[config.mk]
export PLATFORM = sky130hd
export DESIGN_NAME = hpr_host_port_register_decode
export DESIGN_NICKNAME = d
export VERILOG_FILES = /design/src/core/hpr_pkg.sv /design/src/core/hpr_error_report.sv /design/src/core/hpr_host_port_register_decode.sv /design/src/core/hpr_intr_gate.sv
export SDC_FILE = /design/constraint.sdc
export NUM_CORES = 1
export LEC_CHECK = 0
export BUFFER_PORTS_ARGS = -buffer_cell sky130_fd_sc_hd__buf_2
export CAP_MARGIN = 30
export CORE_MARGIN = 4
export CORE_UTILIZATION = 30
export CTS_BUF_LIST = sky130_fd_sc_hd__clkbuf_8
export CTS_CLUSTER_DIAMETER = 120
export DETAILED_ROUTE_END_ITERATION = 8
export PLACE_DENSITY = 0.61
export SLEW_MARGIN = 20
export SYNTH_ARGS = -nofsm -noshare
export SYNTH_HDL_FRONTEND = slang
export SYNTH_SLANG_ARGS = --single-unit
export TNS_END_PERCENT = 5
[constraint.sdc]
create_clock -name clk_sys -period 2.17 [get_ports clk_sys]
set_input_delay 0.434 -clock clk_sys [delete_from_list [all_inputs] [get_ports clk_sys]]
set_output_delay 0.434 -clock clk_sys [all_outputs]
set_load 0.01 [all_outputs]
[src/core/hpr_pkg.sv]
// Shared constants and carriers for the host port register decode block
package hpr_pkg;
  // Host port offsets
  localparam logic [2:0] HPR_OFF_DATA = 3'h0;
  localparam logic [2:0] HPR_OFF_STAT = 3'h1;
  localparam logic [2:0] HPR_OFF_CONF = 3'h2;
  localparam logic [2:0] HPR_OFF_MASK = 3'h3;
  localparam logic [2:0] HPR_OFF_ERR = 3'h1;
  localparam logic [2:0] HPR_OFF_CMD = 3'h7;
  localparam logic [2:0] HPR_OFF_ALT = 3'h6;
  localparam logic [2:0] HPR_OFF_DIN = 3'h7;
  // Mask register bits
  localparam int HPR_MASK_IRQ = 1;
  localparam int HPR_MASK_DMA = 0;
  // Fixed-disk control bits
  localparam int HPR_FD_HS3 = 3;
  localparam int HPR_FD_RST = 2;
  localparam int HPR_FD_NIEN = 1;
  // Local microcontroller offsets
  localparam logic [3:0] HPR_MC_IFCTL = 4'h0;
  localparam logic [3:0] HPR_MC_LSTAT = 4'h1;
  localparam logic [3:0] HPR_MC_CONF = 4'h2;
  localparam logic [3:0] HPR_MC_HSTAT = 4'h3;
  localparam logic [3:0] HPR_MC_STROBE = 4'h4;
  localparam logic [3:0] HPR_MC_CMD = 4'h5;
  localparam logic [3:0] HPR_MC_FD = 4'h6;
  localparam logic [3:0] HPR_MC_ERR = 4'h7;
  localparam logic [3:0] HPR_MC_TF = 4'h8;
  // Interface control bits
  localparam int HPR_IF_FLAVOUR = 0;
  localparam int HPR_IF_NORST = 1;
  localparam int HPR_IF_PIO = 2;
  localparam int HPR_IF_NORETRY = 3;
  // Strobe bits
  localparam int HPR_SB_UNBUSY = 0;
  localparam int HPR_SB_IRQ = 1;
  localparam int HPR_SB_RSTOFF = 2;
  // Micro-owned bits of the status bytes
  localparam logic [7:0] HPR_LSTAT_MC = 8'hC6;
  localparam logic [7:0] HPR_HSTAT_MC = 8'h75;
  // Index pulse counts for the sector search
  localparam logic [3:0] HPR_IDX_RETRY = 4'hA;
  localparam logic [3:0] HPR_IDX_NORETRY = 4'h2;
  localparam logic [15:0] HPR_DATA_MARK = 16'hA1F8;
  // Host bus cycle
  typedef struct packed {
    logic sel;
    logic rd;
    logic wr;
    logic high;
    logic [2:0] addr;
    logic [15:0] data;
  } hpr_host_bus_t;
  // Local microcontroller write/select
  typedef struct packed {
    logic wr;
    logic [3:0] addr;
    logic [7:0] data;
  } hpr_mc_bus_t;
  // Error events from the formatter
  typedef struct packed {
    logic badBlock;
    logic eccError;
    logic homeTrack;
    logic notReady;
    logic writeFault;
    logic illegalCode;
    logic markCheck;
    logic readSector;
    logic [15:0] markBytes;
  } hpr_err_ev_t;
endpackage

[src/core/hpr_error_report.sv]
// Command error register with sector search index counting
`timescale 1ns/1ns
module hpr_error_report
  import hpr_pkg::*;
(
  input wire logic clk_sys,
  input wire logic nrst,
  input wire logic cmdStart,
  input wire logic retryDisable,
  input wire logic idSearch,
  input wire logic indexPulse,
  input wire logic scanSeekDone,
  input wire hpr_err_ev_t ev,
  output logic scanSeekReq,
  output logic [7:0] errReg
);
  typedef enum logic [1:0] {
    SRCH_IDLE = 2'b00,
    SRCH_FIRST = 2'b01,
    SRCH_SCAN = 2'b10,
    SRCH_SECOND = 2'b11
  } hpr_srch_t;
  typedef struct packed {
    hpr_srch_t srch;
    logic [3:0] idx;
    logic seekReq;
    logic [7:0] err;
  } hpr_err_st_t;
  hpr_err_st_t s_reg;
  hpr_err_st_t s_next;
  logic [3:0] limit;

  // Search walk and sticky error bits
  always_comb begin
    s_next = s_reg;
    s_next.seekReq = 1'b0;
    limit = retryDisable ? HPR_IDX_NORETRY : HPR_IDX_RETRY;
    if (cmdStart) begin
      s_next.err = '0;
      s_next.srch = SRCH_IDLE;
      s_next.idx = '0;
    end
    case (s_reg.srch)
      SRCH_IDLE: begin
        if (idSearch) begin
          s_next.srch = SRCH_FIRST;
          s_next.idx = '0;
        end
      end
      SRCH_FIRST, SRCH_SECOND: begin
        if (!idSearch) begin
          // ID matched or search dropped
          s_next.srch = SRCH_IDLE;
        end else if (indexPulse) begin
          s_next.idx = s_reg.idx + 4'h1;
          if (s_reg.idx + 4'h1 == limit) begin
            s_next.idx = '0;
            if (s_reg.srch == SRCH_FIRST && !retryDisable) begin
              s_next.srch = SRCH_SCAN;
              s_next.seekReq = 1'b1;
            end else begin
              s_next.err[4] = 1'b1;
              s_next.srch = SRCH_IDLE;
            end
          end
        end
      end
      SRCH_SCAN: begin
        // Scan and seek run outside, index pulses not counted
        if (!idSearch) begin
          s_next.srch = SRCH_IDLE;
        end else if (scanSeekDone) begin
          s_next.srch = SRCH_SECOND;
        end
      end
      default: s_next.srch = SRCH_IDLE;
    endcase
    if (ev.badBlock) s_next.err[7] = 1'b1;
    if (ev.eccError) s_next.err[6] = 1'b1;
    if (ev.homeTrack) s_next.err[1] = 1'b1;
    if (ev.notReady || ev.writeFault || ev.illegalCode) s_next.err[2] = 1'b1;
    if (ev.markCheck && ev.readSector && ev.markBytes != HPR_DATA_MARK) s_next.err[0] = 1'b1;
    s_next.err[5] = 1'b0;
    s_next.err[3] = 1'b0;
  end

  // State register
  always_ff @(posedge clk_sys or negedge nrst) begin
    if (!nrst) begin
      s_reg <= '0;
    end else begin
      s_reg <= s_next;
    end
  end

  assign errReg = s_reg.err;
  assign scanSeekReq = s_reg.seekReq;
endmodule

[src/core/hpr_host_port_register_decode.sv]
// Host register port: legacy byte ports and task-file decode
//
// Overview of operation
// - Mode bit selects legacy or task-file decode
// - Legacy offset 0 moves bytes via buffer
// - Legacy status byte readable, mixed bit owners
// - Status bit 5 mirrors interrupt; clears on reset
// - Status bit 4 mirrors DMA request line
// - Busy bit set by reset, cleared by micro
// - Command/data and direction bits from microcontroller
// - Request bit marks byte ready; host waits
// - Legacy offset 1 write resets or interrupts micro
// - Legacy offset 2 read returns drive config
// - Legacy offset 2 write interrupts microcontroller
// - Mask bit 1 enables host interrupt
// - Mask bit 0 enables DMA, cleared by reset
// - Task-file offsets 1-7 address register copy
// - Busy: reads give status, writes ignored
// - Task-file offset 0 flags wide cycle
// - Error register bits, 5 and 3 zero
// - Sector id missing after index pulse counts
// - Abort on not-ready, fault, illegal code
// - Read sector checks data mark bytes
`timescale 1ns/1ns
module hpr_host_port_register_decode
  import hpr_pkg::*;
(
  input wire logic clk_sys,
  input wire logic nrst,
  // Host bus, chip select decoded outside
  input wire hpr_host_bus_t host,
  output logic [15:0] hostDataOut,
  output logic hostDataOe,
  output logic wideCycle,
  output logic hostIntLine,
  output logic hostIntOe,
  output logic dmaRequestLine,
  output logic resetOut,
  // Buffer manager side
  input wire logic [15:0] bufRdData,
  input wire logic bufReady,
  input wire logic dmaRequestFlag,
  output logic bufRdStrobe,
  output logic bufWrStrobe,
  output logic [15:0] bufWrData,
  // Local microcontroller side
  input wire hpr_mc_bus_t mc,
  output logic [7:0] mcDataOut,
  output logic localCpuInt,
  output logic [7:0] commandCode,
  // Drive and formatter side
  input wire logic indexIn,
  input wire logic writeGateIn,
  input wire logic idSearch,
  input wire logic indexPulse,
  input wire logic scanSeekDone,
  input wire hpr_err_ev_t errEv,
  output logic scanSeekReq
);
  // Whole state of the port
  typedef struct packed {
    // Registers the micro writes, plus host-written control and command
    logic [7:0] ifCtl;
    logic [7:0] lstat;
    logic [7:0] conf;
    logic [7:0] hstat;
    logic [7:0] fixedDisk;
    logic [7:0] cmd;
    logic [6:0][7:0] taskFile;
    // Host masks, busy flags, reset level and micro interrupt
    logic hostIntEnable;
    logic hostDmaEnable;
    logic commandBusy;
    logic legacyBusy;
    logic rstLevel;
    logic local_cpu_interrupt;
    // Registered read paths
    logic [15:0] rdData;
    logic rdOe;
    logic [7:0] mcRd;
  } hpr_st_t;
  hpr_st_t s_reg;
  hpr_st_t s_next;

  // Decode of the current host cycle
  logic taskMode;
  logic hostRead;
  logic hostWrite;
  // Reset and interrupt controls
  logic devReset;
  logic intSet;
  logic intClear;
  logic intEnable;
  logic intPending;
  // Command start and error image
  logic startCmd;
  logic [7:0] errReg;
  // Status images and host read byte
  logic [7:0] hostStatus;
  logic [7:0] legacyStatus;
  logic [7:0] digitalIn;
  logic [7:0] rdByte;

  // Index of a task-file copy register, offsets 1..7 map to 0..6
  function automatic logic [2:0] tf_index(input logic [2:0] off);
    tf_index = off - 3'h1;
  endfunction

  assign taskMode = s_reg.ifCtl[HPR_IF_FLAVOUR];
  // Strobes count only while selected
  assign hostRead = host.sel && host.rd;
  assign hostWrite = host.sel && host.wr;

  // Host status image: micro bits, busy, data request, index
  always_comb begin
    hostStatus = s_reg.hstat & HPR_HSTAT_MC;
    hostStatus[7] = s_reg.commandBusy;
    hostStatus[3] = dmaRequestFlag;
    hostStatus[1] = indexIn;
  end

  // Legacy status: micro owns 7,6,2,1; logic owns 5,4,3,0
  always_comb begin
    legacyStatus = s_reg.lstat & HPR_LSTAT_MC;
    legacyStatus[5] = intPending;
    legacyStatus[4] = dmaRequestLine;
    legacyStatus[3] = s_reg.legacyBusy;
    legacyStatus[0] = bufReady;
  end

  // Write gate, head select 3 or reduced current, drive/head bits
  always_comb begin
    digitalIn = {1'b0, writeGateIn, 1'b0, s_reg.taskFile[5][4:0]};
    digitalIn[5] = s_reg.fixedDisk[HPR_FD_HS3] ? s_reg.taskFile[5][3] : s_reg.hstat[5];
  end

  // Host read byte mux for both decode sets
  always_comb begin
    rdByte = 8'h00;
    if (!taskMode) begin
      // Legacy decode ignores high select and address bit 2
      case (host.addr[1:0])
        HPR_OFF_STAT[1:0]: rdByte = legacyStatus;
        HPR_OFF_CONF[1:0]: rdByte = s_reg.conf;
        default: rdByte = 8'h00; // Mask port reads nothing
      endcase
    end else if (host.high) begin
      case (host.addr)
        HPR_OFF_ALT: rdByte = hostStatus;
        HPR_OFF_DIN: rdByte = digitalIn;
        default: rdByte = 8'h00;
      endcase
    end else if (s_reg.commandBusy) begin
      // Busy hides the whole copy behind status
      rdByte = hostStatus;
    end else begin
      case (host.addr)
        HPR_OFF_DATA: rdByte = 8'h00; // Data comes from the buffer path
        HPR_OFF_ERR: rdByte = errReg;
        HPR_OFF_CMD: rdByte = hostStatus;
        default: rdByte = s_reg.taskFile[tf_index(host.addr)];
      endcase
    end
  end

  // Buffer strobes: data port of either set, not the high page
  assign bufRdStrobe = hostRead && host.addr == HPR_OFF_DATA && !(taskMode && host.high);
  assign bufWrStrobe = hostWrite && host.addr == HPR_OFF_DATA && !(taskMode && host.high);
  assign bufWrData = taskMode ? host.data : {8'h00, host.data[7:0]};
  // Wide cycle only for programmed-I/O data port
  assign wideCycle = host.sel && taskMode && s_reg.ifCtl[HPR_IF_PIO] && !host.high
    && host.addr == HPR_OFF_DATA;

  // Command register write starts a command unless busy
  assign startCmd = taskMode && hostWrite && !host.high && !s_reg.commandBusy && host.addr == HPR_OFF_CMD;

  // Device reset from either decode set
  assign devReset = hostWrite && ((!taskMode && host.addr[1:0] == HPR_OFF_STAT[1:0])
    || (taskMode && host.high && host.addr == HPR_OFF_ALT && host.data[HPR_FD_RST]));

  // Interrupt raise from micro; clears by reset, disable, status read, command
  assign intSet = mc.wr && mc.addr == HPR_MC_STROBE && mc.data[HPR_SB_IRQ];
  always_comb begin
    intClear = devReset;
    if (!taskMode) begin
      intClear = intClear || !s_reg.hostIntEnable;
    end else begin
      intClear = intClear || startCmd || (hostRead && !host.high && host.addr == HPR_OFF_CMD);
    end
  end
  // Task-file enable is active low in the control register
  assign intEnable = taskMode ? !s_reg.fixedDisk[HPR_FD_NIEN] : s_reg.hostIntEnable;

  // Next-state logic
  always_comb begin
    s_next = s_reg;
    s_next.local_cpu_interrupt = 1'b0;
    s_next.rdOe = hostRead;
    // Buffer word (low byte in legacy) for data port, register byte elsewhere
    if (bufRdStrobe) begin
      s_next.rdData = taskMode ? bufRdData : {8'h00, bufRdData[7:0]};
    end else if (hostRead) begin
      s_next.rdData = {8'h00, rdByte};
    end
    // Host writes
    if (hostWrite && !taskMode) begin
      case (host.addr[1:0])
        HPR_OFF_STAT[1:0]: begin
          // Any data: reset if allowed, else tell the micro
          if (s_reg.ifCtl[HPR_IF_NORST]) begin
            s_next.local_cpu_interrupt = 1'b1;
          end else begin
            s_next.rstLevel = 1'b1;
          end
        end
        HPR_OFF_CONF[1:0]: s_next.local_cpu_interrupt = 1'b1;
        HPR_OFF_MASK[1:0]: begin
          // Pending interrupt clears one edge after enable drops
          s_next.hostIntEnable = host.data[HPR_MASK_IRQ];
          s_next.hostDmaEnable = host.data[HPR_MASK_DMA];
        end
        default: ;
      endcase
    end else if (hostWrite && host.high) begin
      // Control register; the input register ignores writes
      if (host.addr == HPR_OFF_ALT) begin
        s_next.fixedDisk = host.data[7:0];
        // Reset disabled: a rising bit wakes the micro; reset output is not raised
        if (host.data[HPR_FD_RST] && !s_reg.fixedDisk[HPR_FD_RST] && s_reg.ifCtl[HPR_IF_NORST]) begin
          s_next.local_cpu_interrupt = 1'b1;
        end
        // Reset output follows the bit when allowed
        s_next.rstLevel = host.data[HPR_FD_RST] && !s_reg.ifCtl[HPR_IF_NORST];
      end
    end else if (hostWrite && !s_reg.commandBusy && host.addr != HPR_OFF_DATA) begin
      // Task-file copy writes only while idle
      s_next.taskFile[tf_index(host.addr)] = host.data[7:0];
      // Command: latch code, mark busy, wake the micro
      if (host.addr == HPR_OFF_CMD) begin
        s_next.cmd = host.data[7:0];
        s_next.commandBusy = 1'b1;
        s_next.local_cpu_interrupt = 1'b1;
      end
    end
    // Host-driven reset: clear masks, mark busy
    if (devReset) begin
      s_next.hostIntEnable = 1'b0;
      s_next.hostDmaEnable = 1'b0;
      s_next.legacyBusy = 1'b1;
      s_next.commandBusy = 1'b1;
    end
    // Microcontroller writes
    if (mc.wr) begin
      case (mc.addr)
        HPR_MC_IFCTL: s_next.ifCtl = mc.data;
        HPR_MC_LSTAT: s_next.lstat = mc.data;
        HPR_MC_CONF: s_next.conf = mc.data;
        HPR_MC_HSTAT: s_next.hstat = mc.data;
        HPR_MC_STROBE: begin
          // Micro ends commands; reset wins over an end in the same cycle
          if (mc.data[HPR_SB_UNBUSY] && !devReset) begin
            s_next.commandBusy = 1'b0;
            s_next.legacyBusy = 1'b0;
          end
          // Legacy reset drops only while the control bit is clear
          if (mc.data[HPR_SB_RSTOFF] && !s_reg.fixedDisk[HPR_FD_RST]) begin
            s_next.rstLevel = 1'b0;
          end
        end
        default: begin
          // Micro loads the task-file copy, offsets 9..E
          if (mc.addr > HPR_MC_TF && mc.addr < 4'hF) begin
            s_next.taskFile[3'(mc.addr - HPR_MC_TF)] = mc.data;
          end
        end
      endcase
    end
    // Micro read data, registered
    case (mc.addr)
      HPR_MC_IFCTL: s_next.mcRd = s_reg.ifCtl;
      HPR_MC_LSTAT: s_next.mcRd = legacyStatus;
      HPR_MC_CONF: s_next.mcRd = s_reg.conf;
      HPR_MC_HSTAT: s_next.mcRd = hostStatus;
      HPR_MC_STROBE: s_next.mcRd = {s_reg.hostIntEnable, s_reg.hostDmaEnable, 6'h00};
      HPR_MC_CMD: s_next.mcRd = s_reg.cmd;
      HPR_MC_FD: s_next.mcRd = s_reg.fixedDisk;
      HPR_MC_ERR: s_next.mcRd = errReg;
      HPR_MC_TF: s_next.mcRd = s_reg.taskFile[0];
      4'hF: s_next.mcRd = 8'h00;
      default: s_next.mcRd = s_reg.taskFile[3'(mc.addr - HPR_MC_TF)];
    endcase
  end

  // State register; both busy flags read set out of reset
  always_ff @(posedge clk_sys or negedge nrst) begin
    if (!nrst) begin
      s_reg <= '0;
      s_reg.commandBusy <= 1'b1;
      s_reg.legacyBusy <= 1'b1;
      // Task-file interrupts start disabled
      s_reg.fixedDisk <= 8'h02;
    end else begin
      s_reg <= s_next;
    end
  end

  // Host interrupt flip-flop and float
  hpr_intr_gate u_intr (
    .clk_sys(clk_sys),
    .nrst(nrst),
    .setPulse(intSet),
    .clearPulse(intClear),
    .enable(intEnable),
    .pending(intPending),
    .lineOut(hostIntLine),
    .lineOe(hostIntOe)
  );

  // Error register and search counting
  hpr_error_report u_err (
    .clk_sys(clk_sys),
    .nrst(nrst),
    .cmdStart(startCmd),
    .retryDisable(s_reg.ifCtl[HPR_IF_NORETRY]),
    .idSearch(idSearch),
    .indexPulse(indexPulse),
    .scanSeekDone(scanSeekDone),
    .ev(errEv),
    .scanSeekReq(scanSeekReq),
    .errReg(errReg)
  );

  // DMA request gated by the mask in legacy mode only
  assign dmaRequestLine = dmaRequestFlag && (taskMode || s_reg.hostDmaEnable);
  // Registered outputs
  assign hostDataOut = s_reg.rdData;
  assign hostDataOe = s_reg.rdOe;
  assign resetOut = s_reg.rstLevel;
  assign localCpuInt = s_reg.local_cpu_interrupt;
  assign commandCode = s_reg.cmd;
  assign mcDataOut = s_reg.mcRd;
endmodule

[src/core/hpr_intr_gate.sv]
// Host interrupt flip-flop with float control
`timescale 1ns/1ns
module hpr_intr_gate
  import hpr_pkg::*;
(
  input wire logic clk_sys,
  input wire logic nrst,
  input wire logic setPulse,
  input wire logic clearPulse,
  input wire logic enable,
  output logic pending,
  output logic lineOut,
  output logic lineOe
);
  typedef struct packed {
    logic pend;
  } hpr_intr_st_t;
  hpr_intr_st_t s_reg;
  hpr_intr_st_t s_next;

  // Set wins over clear so a late event is not lost
  always_comb begin
    s_next = s_reg;
    if (setPulse) begin
      s_next.pend = 1'b1;
    end else if (clearPulse) begin
      s_next.pend = 1'b0;
    end
  end

  // State register
  always_ff @(posedge clk_sys or negedge nrst) begin
    if (!nrst) begin
      s_reg <= '0;
    end else begin
      s_reg <= s_next;
    end
  end

  assign pending = s_reg.pend;
  assign lineOut = s_reg.pend;
  // Line floats while disabled
  assign lineOe = enable;
endmodule

== Yosys cells after proc, flatten, opt, wreduce, memory -nomap -nowiden ==
Index checks and enable logic that the tools add are counted.
Word-level totals
  bits in registers: 148
  word-level logic and storage cells: 220
Operators by class
  add/sub/neg operators: 3
  order comparisons: 6
  equal/unequal tests: 20
  multiplexer cells: 79
  bitwise logic cells: 2
  reduce and logical (&&, ||, !) cells: 78
Operator list (count)
  $mux 56: 6
  $bwmux 56: 2
  $pmux 8 s10: 1
  $mux 16: 4
  $mux 8: 8
  $bmux 8 s3: 2
  $demux 8 s3: 2
  $logic_and 1x1->1: 39
  $pmux 8 s2: 2
  $mux 1: 30
  $pmux 8 s3: 1
  $mux 2: 9
  $reduce_bool 2->1: 9
  $eq 4x3->1 const B: 4
  $ne 16x16->1 const B: 1
  $mux 7: 2
  $mux 6: 2
  $logic_not 1->1: 10
  $reduce_and 2->1: 5
  $eq 2x2->1 const B: 4
  $eq 4x2->1 const B: 2
  $eq 4x4->1 const B: 2
  $lt 3x4->1 const B: 2
  $mux 4: 2
  other kinds (25): 37

== Depth between registers and ports, before layout ==
Gate-level depths: netlist of run 1.
  depth in word-level cells: 13
  depth in mapped cells: 11
  depth with buffers taken out: 7

== Hierarchy ==
A second synthesis of run 1 with hierarchy kept.
Second synthesis, totals
  cells, all modules: 909
  area total of the unflattened synthesis: 8836.0 um2
By module, submodules not included
  hpr_host_port_register_decode: times used 1, cells an instance 822, area each 7948.9 um2
  hpr_error_report: times used 1, cells an instance 82, area each 835.8 um2
  hpr_intr_gate: times used 1, cells an instance 5, area each 51.3 um2

== Least setup slack after synthesis of run 1 ==
OpenSTA, ideal clock, no wires.
  kind: input-to-reg
  from: in host[16] (netlist name)
  to: reg s_reg[31] (netlist name)
  data arrival time: 2578 ps
  required time: 2045 ps
  slack: -532 ps
  stages on the path: 8
  cell sequence: buf_2 > buf_2 > inv_1 > ha_1 > clkbuf_1 > nand3_1 > nor3_2 > mux2_2
RTL lines
  start: declaration: RTL line hpr_host_port_register_decode.sv:31  | input wire hpr_host_bus_t host,
  end signal: assignment: RTL line hpr_host_port_register_decode.sv:303  | s_reg <= s_next;
  end: declaration: RTL line hpr_host_port_register_decode.sv:82  | hpr_st_t s_reg;

== Final worst setup path of run 1 ==
  from: in host[17] (netlist name)
  to: out bufWrStrobe
Between the ends
  cells in the longest elaborated chain, start to end: 3
Ends and longest elaborated chain
  $logic_not 3->1: RTL line hpr_host_port_register_decode.sv:168  | assign bufWrStrobe = hostWrite && host.addr == HPR_OFF_DATA && !(taskMode && host.high);
  $logic_and 1x1->1 (2 in series): RTL line hpr_host_port_register_decode.sv:168
  end: declaration: RTL line hpr_host_port_register_decode.sv:44  | output logic bufWrStrobe,
No other way between the ends.

==> out/metrics.cfg, run 1 <==
[logic_synthesis]
ys_seq_area_share_pct=40.1
yosys_register_bits=142
synthFlopType=dfrtp_1
yosys_warnings=0
netlist_area_um2=8870
syn-num-nets=1002
ys_types=79
synth_cells=910
avgSynthCellArea_um2=9.75
synth-edff-count=0
async_flop_share_pct=100

[drt]
postRouteAntennaNets=0
drc_errors=0
first_pass_iters=6
via_count=7929
avgViaCountPerCell=5.42
drt_iter0_drc=754
wl_mm=32.3
wl_per_cell_um=22.1

[power]
powerDensity_nw_per_um2=736
power.total_uw=7880
leakagePower_uw=0.00487
max-vdd-ir-drop_mv=0.383

[global_route]
grt_first_pass_wirelength_mm=49.1
track_usage_pct=19.6
antenna_found_initial=3
overflow=0
grt_start_max_net_pins=50
grt_pass1_vias=7777

[clock_tree]
clk-insertion-delay-late_ps=480
cts_tree=built
cts_buffer_depth=2
cts.clk_slew.worst_paths_ps=80
root_buffer=clkbuf_8
cts_buffers=17
ctsHtreeMaxLevel=4
clock_sinks=142

[floorplanning]
initial_core_util_pct=30.7
die_w_um=180
row_count=62
die_area_um2=32400
fp.dieH_um=180
core_area_um2=28900
io_pins=143

[placement]
io_buffers=142
hpwl_mm=24.1
place_congestion=0.952
placedInstanceArea_um2=10200
placed_cells=1424

[run_status]
status=finished, final reports clean

[timing]
fin_crit_ps=2100
setup_viol=0
worst_slew_pin_slew_ps=620
rsz0062_at_grt=no
fin_crit_sh_pct=96.6
maxSlewHeadroom_pct=58.3
whs_ps=134
hold_viol=0
clock_skew_ps=12.9
maxSlewViolCount=0
fmaxAchievable_mhz=477

[critical_path]
cpPeakStageDelay_ps=240
r2r_start=s_reg[127]
cp-startpoint=host[17]
crit_required_ps=1740
crit_type=in2out
r2r-end=s_reg[42]
path_cells=buf_2 > inv_1 > ha_4 > nor2b_1 > nand2_2 > buf_6 > buf_4 > nor2_1 > buf_2
worstRegToRegCells=7
cp-endpoint=bufWrStrobe
arrival_ps=1660
worst_path_most_repeated_cell=buf_2
worstSetupEndpointType=primary output
slowest_stage=nor2b_1
rrSetupSlack_ps=100
critPathMaxFanout=10
worst_setup_path_start_kind=input port

[final_layout]
final_util_pct=37.0
mostFrequentLayoutCells=buf_2, dfrtp_1, nor2_1
area_growth_pct=20.6
drive_gt1_share_pct=34.1
nets=1157
largest_reg_flops=77
fin_area_um2=10700
stdcell_count=1464
final_common_cell=buf_2

[hold_path]
hold_path.class=in2reg

[flow_run]
cap_violations=0

[final cells by class]
cell class,instances,area [um^2]
inverter,11,43.8
timing repair buffer,246,1660
tap,384,480
clock buffer,19,262
antenna,2,5.00
multi-input combinational,647,4590
fill,2943,18200
sequential,142,3560
clock inverter,13,101
[through the flow]
stage	worst slack, ps	TNS (ps)
floorplan	-15.7	-126
global placement	-284	-1770
detailed placement	-324	-2570
CTS	8.10	0
global route	0.363	0
finish	74.8	0
[metal layers]
metal	vias to the layer above	part of all wire [%]	track usage [%]	wire (um)
met4	2	2.1	6.19	693
met5	-	0.037	0	12
met1	3953	45	27.9	14600
li1	3591	-	-	-
met2	337	46	30.3	14900
met3	46	6.4	3.52	2070
[kinds of logic after synthesis]
family	synth area share, %
flip-flops	40.1
AND/OR/NAND/NOR	15.4
AO/OA/AOI/OAI	16.4
XOR/XNOR	0.663
adder cells (fa/ha/maj)	0.987
multiplexers	17.3
buffers and inverters	9.17
[synth_stat cells, types with 11 or more instances]
library cell,number,share of area [%]
nand3_1,21,1.2
mux2_2,61,7.7
inv_1,11,0.47
o21ai_0,29,1.6
nand2_1,72,3.0
nor2_1,95,4.0
nor3_1,14,0.79
a22oi_1,21,1.8
clkbuf_1,35,1.5
a31oi_1,12,0.85
dfrtp_1,139,39
mux2i_1,69,7.8
a22o_1,15,1.5
a21oi_1,74,4.2
buf_4,43,3.6
[how the worst min path moves through the flow]
stage,from,to,slack [ps],cells past startpoint
4_1_cts,errEv[21],u_err.errReg[1],120,2
3_3_place_gp,nrst,s_reg[80],440,1
2_1_floorplan,nrst,commandCode[0],140,0
3_5_place_dp,nrst,s_reg[80],450,1
6_report,errEv[21],u_err.errReg[1],130,2
5_1_grt,errEv[23],u_err.errReg[7],120,2
[where the power goes]
group          total, uW  switching, uW  internal [uW]
Sequential          3640            523           3120
Combinational       2180           1140           1050
Clock               2050           1100            949
[worst max-delay path, delay by kind of cell]
family	cells	cell delay, ps
simple gates	3	390
buf+inv	5	650
fa+ha+maj	1	170
[what timing repair did]
item	4_1_cts	5_1_grt
setup buffers	2	2
setup endpoints to repair	2	14
hold endpoints to repair	44	0
hold buffers	1	0
gates resized for setup	4	6
gates cloned	1	0
pin swaps	0	1
Note: power is estimated with default switching activity, not from simulation.
==> inputs of run 2 (changes only) <==
--- a/config.mk
+++ b/config.mk
@@ -7,7 +7,6 @@
 export LEC_CHECK = 0
 export BUFFER_PORTS_ARGS = -buffer_cell sky130_fd_sc_hd__buf_2
 export CAP_MARGIN = 30
-export CORE_MARGIN = 4
 export CORE_UTILIZATION = 30
 export CTS_BUF_LIST = sky130_fd_sc_hd__clkbuf_8
 export CTS_CLUSTER_DIAMETER = 120
==> out/metrics.cfg, run 2 (synthesis gave the netlist of run 1 again) <==
[run_status]
status=finished, final reports clean

[floorplanning]
core_area_um2=28900  ; unchanged
fp.dieH_um=174  ; -3.3%
io_pins=143  ; unchanged
die_w_um=174  ; -3.3%
row_count=62  ; unchanged
initial_core_util_pct=30.7  ; unchanged
die_area_um2=30300  ; -6.6%

[drt]
drc_errors=0  ; unchanged
wl_per_cell_um=21.5  ; -2.7%
wl_mm=31.4  ; -2.8%
drt_iter0_drc=811  ; +7.6%
postRouteAntennaNets=0  ; unchanged
first_pass_iters=5  ; -1
avgViaCountPerCell=5.41  ; about the same
via_count=7913  ; -0.20%

[final_layout]
final_common_cell=buf_2
largest_reg_flops=77  ; unchanged
area_growth_pct=20.7
drive_gt1_share_pct=34.3  ; +0.19 points
mostFrequentLayoutCells=buf_2, dfrtp_1, nor2_1
nets=1157  ; unchanged
n_antenna_cell=0  ; -2

[placement]
hpwl_mm=23.8  ; -1.2%
io_buffers=142  ; unchanged
place_congestion=0.955  ; +0.27%

[critical_path]
critPathMaxFanout=11  ; +1
crit_type=in2out
worst_setup_path_start_kind=input port
arrival_ps=1640  ; -20 ps
worstSetupEndpointType=primary output
crit_required_ps=1740  ; about the same

[clock_tree]
cts_buffers=17  ; unchanged
clock_sinks=142  ; unchanged
clk-insertion-delay-late_ps=460  ; -20 ps
ctsHtreeMaxLevel=4  ; unchanged
cts_tree=built
root_buffer=clkbuf_8
cts_buffer_depth=2  ; unchanged
cts.clk_slew.worst_paths_ps=90  ; about the same

[timing]
maxSlewHeadroom_pct=60.1  ; +1.8 points
fin_crit_sh_pct=95.7  ; -0.87 points
fmaxAchievable_mhz=482  ; +0.91%
maxSlewViolCount=0  ; unchanged
setup_tns_ps=0  ; unchanged
setup_viol=0  ; unchanged
clock_skew_ps=11.8  ; -1.16 ps
worst_slew_pin_slew_ps=596  ; -24.5 ps
whs_ps=147  ; +13.5 ps
rsz0062_at_grt=no
fin_crit_ps=2080  ; -18.8 ps
hold_viol=0  ; unchanged

[global_route]
antenna_found_initial=0  ; -3
track_usage_pct=20.9  ; +1.3 points
grt_pass1_vias=7659  ; -1.5%
grt_first_pass_wirelength_mm=47.9  ; -2.4%
grt_start_max_net_pins=50  ; unchanged
overflow=0  ; unchanged

[power]
leakagePower_uw=0.00485  ; -0.39%
powerDensity_nw_per_um2=744  ; +1.0%
power.total_uw=7970  ; +1.2%
max-vdd-ir-drop_mv=0.384  ; about the same

[hold_path]
hold_path.class=in2reg

[flow_run]
cap_violations=0  ; unchanged

## run 2: cell type report
class,count,area [um^2]
Clock buffer,19,262
Clock inverter,13,139
Fill cell,2923,18200
Inverter,11,43.8
Multi-Input combinational cell,647,4580
Sequential cell,142,3560
Tap cell,384,480
Timing Repair Buffer,246,1650
## run 2: stage by stage
stage          utilization (%)  worst slack, ps  instance area [um^2]  cells
2_1_floorplan                -            -15.7                  9000    910
3_3_place_gp              35.5             -298                 10300   1429
3_5_place_dp              35.5             -296                 10300   1429
4_1_cts                   37.0             4.53                 10700   1462
5_1_grt                   37.0             8.99                 10700   1462
6_report                  37.0             93.7                 10700   1462
## run 2: what timing repair did
action                     CTS  global route
resized for setup            2             3
setup endpoints to repair    2             2
hold endpoints to repair    23             0
hold buffers                 1             0
buffers inserted             0             0
## run 2: per-layer routing
layer	GRT usage, %	share of wire, %	vias up
li1	-	-	3584
met1	29.0	45	3930
met2	32.4	45	356
met3	4.29	7.3	43
met4	6.51	2.0	0
met5	0	0	-
## run 2: final timing paths
kind / startpoint / endpoint / slack, ps / depth (start not counted)
worst min register to register: s_reg[134] / s_reg[134] / 510 / 1
worst min-delay path: errEv[22] / u_err.errReg[6] / 150 / 2
min in group asynchronous: nrst / s_reg[67] / 410 / 2
max in group asynchronous: nrst / digitalIn[0] / 1100 / 3
worst max-delay path: host[17] / bufRdStrobe / 90 / 8
worst max register to register: s_reg[127] / s_reg[43] / 150 / 6
## run 2: critical path: stages
cell     delay [ps]
buf_2           110
inv_1           120
ha_4            170
nor2b_1         280
nand2_1         120
buf_4           190
nor2_1           80
buf_2           130
## run 2: where the power goes
group | switching [uW] | internal, uW
clock network | 1120 | 1080
registers | 549 | 3120
logic | 1100 | 998
total | 2770 | 5200
==> inputs of run 3 (changes only) <==
--- a/config.mk
+++ b/config.mk
@@ -5,13 +5,15 @@
 export SDC_FILE = /design/constraint.sdc
 export NUM_CORES = 1
 export LEC_CHECK = 0
+export ABC_AREA = 0
 export BUFFER_PORTS_ARGS = -buffer_cell sky130_fd_sc_hd__buf_2
 export CAP_MARGIN = 30
-export CORE_UTILIZATION = 30
+export CORE_UTILIZATION = 53
 export CTS_BUF_LIST = sky130_fd_sc_hd__clkbuf_8
 export CTS_CLUSTER_DIAMETER = 120
 export DETAILED_ROUTE_END_ITERATION = 8
-export PLACE_DENSITY = 0.61
+export PLACE_DENSITY = 0.91
+export SKIP_LAST_GASP = 1
 export SLEW_MARGIN = 20
 export SYNTH_ARGS = -nofsm -noshare
 export SYNTH_HDL_FRONTEND = slang
==> out/metrics.cfg, run 3 (synthesis gave the netlist of run 1 again) <==
[run_status]
status=finished, final reports clean

[critical_path]
cpPeakStageDelay_ps=570  ; +290 ps
crit_type=reg2reg
arrival_ps=2490  ; +850 ps
path_cells=nand2b_4 > or3_1 > or4_1 > buf_4 > mux2i_1 > a21oi_1
crit_required_ps=2560  ; +820 ps
worst_setup_path_start_kind=flop
critPathMaxFanout=8  ; -3
worstSetupEndpointType=flop
slowest_stage=or4_1

[drt]
wl_per_cell_um=22.8  ; +6.5%
postRouteAntennaNets=0  ; unchanged
first_pass_iters=5  ; unchanged
drc_errors=0  ; unchanged
wl_mm=29.2  ; -6.8%
avgViaCountPerCell=6.32  ; +17%
via_count=8086  ; +2.2%
drt_iter0_drc=829  ; +2.2%

[global_route]
overflow=0  ; unchanged
grt_pass1_vias=7776  ; +1.5%
antenna_found_initial=0  ; unchanged
grt_first_pass_wirelength_mm=45.2  ; -5.7%
grt_start_max_net_pins=48  ; -4.0%
track_usage_pct=34.5  ; +14 points

[floorplanning]
io_pins=143  ; unchanged
die_area_um2=17300  ; -43%
row_count=46  ; -26%
core_area_um2=16100  ; -44%
initial_core_util_pct=55.1  ; +24 points
fp.dieH_um=131  ; -24%
die_w_um=131  ; -24%

[power]
leakagePower_uw=0.00483  ; -0.41%
max-vdd-ir-drop_mv=0.445  ; +16%
powerDensity_nw_per_um2=770  ; +3.5%

[flow_run]
cap_violations=0  ; unchanged

[timing]
setup_viol=0  ; unchanged
maxSlewHeadroom_pct=57.6  ; -2.6 points
worst_slew_pin_slew_ps=634  ; +38.2 ps
layout_setup_ws_ps=66.2  ; -27.5 ps
fin_crit_sh_pct=96.9  ; +1.3 points
setup_tns_ps=0  ; unchanged
hold_viol=0  ; unchanged
fin_crit_ps=2100  ; +27.5 ps
rsz0062_at_grt=no
maxSlewViolCount=0  ; unchanged
clock_skew_ps=8.94  ; -2.82 ps
fmaxAchievable_mhz=475  ; -1.3%

[placement]
place_congestion=0.984  ; +3.1%
io_buffers=142  ; unchanged
hpwl_mm=21.6  ; -9.4%
dp_slack_ps=-152  ; +144 ps

[clock_tree]
cts_buffer_depth=2  ; unchanged
clock_sinks=142  ; unchanged
cts_buffers=17  ; unchanged
ctsHtreeMaxLevel=4  ; unchanged
cts.clk_slew.worst_paths_ps=80  ; about the same
root_buffer=clkbuf_8
clk-insertion-delay-late_ps=470  ; about the same
cts_tree=built

[final_layout]
mostFrequentLayoutCells=buf_2, dfrtp_1, nor2_1
final_common_cell=buf_2
drive_gt1_share_pct=33.6  ; -0.68 points
largest_reg_flops=77  ; unchanged
area_growth_pct=18.2
n_antenna_cell=0  ; unchanged
nets=1143  ; -1.2%

[hold_path]
hold_path.class=in2reg

## run 3: cell count changes in the layout (fill, tap and decap cells not counted)
cell,delta
bufinv_16,+1
nand2_1,-1
nand2_2,-1
clkbuf_16,+1
nor2b_2,+1
clkinvlp_4,-1
buf_4,-18
inv_6,-1
inv_8,+1
buf_12,+3
nand2_4,+2
nor2b_1,-1
## run 3: timing repair
action / CTS / global route
setup endpoints to repair: 2 / 2
resized for setup: 7 / 2
setup buffers: 0 / 1
gates cloned: 0 / 1
hold endpoints to repair: 44 / 0
hold buffers: 1 / 0
## run 3: path summary, 6_finish.rpt
path	startpoint	endpoint	slack, ps	cells past startpoint
min	errEv[22]	u_err.errReg[6]	140	2
max	s_reg[127]	s_reg[39]	70	6
max reg2reg	s_reg[127]	s_reg[39]	70	6
min in group asynchronous	nrst	hostDataOut[7]	470	2
max in group asynchronous	nrst	legacyStatus[3]	1060	3
min reg2reg	hostDataOut[10]	hostDataOut[10]	500	1
## run 3: stage by stage
stage	cells	cell area [um^2]	power (uW)	hold WS (ps)	utilization (%)
final	1280	10500	8080	137	65.1
after global routing	1280	10500	8390	130	65.1
after CTS	1278	10500	7980	125	64.9
after detailed placement	1245	9990	5690	409	62.0
after global placement	1245	9990	5620	414	62.0
after floorplan	910	9000	4880	138	-
## run 3: area by class of cell
class	count	area, um^2
clock buffers	19	262
clock inverters	13	164
fillers	1256	5620
inverters	11	43.8
multi-input cells	647	4590
flip-flops and latches	142	3560
well taps	216	270
repair buffers	232	1600
## run 3: metal layers
metal / vias up / GRT usage (%) / part of all wire, %
met5: - / 0 / 0
met4: 0 / 14.0 / 3.5
met3: 98 / 11.1 / 11
met2: 605 / 53.1 / 46
met1: 3822 / 45.1 / 39
li1: 3561 / - / -
## run 3: power by group
part / switching (uW) / total, uW / internal (uW) / leakage, uW
clock: 1080 / 2290 / 1200 / 0.000211
sequential: 534 / 3650 / 3120 / 0.00174
combinational: 1110 / 2140 / 1030 / 0.00289
total: 2730 / 8080 / 5350 / 0.00483
## run 3: worst max-delay path: cells and delay by family, from the launching register on
family,cells,cell delay [ps]
compound gates,1,180
buf+inv,1,220
flops,1,450
mux,1,130
simple gates,3,1040
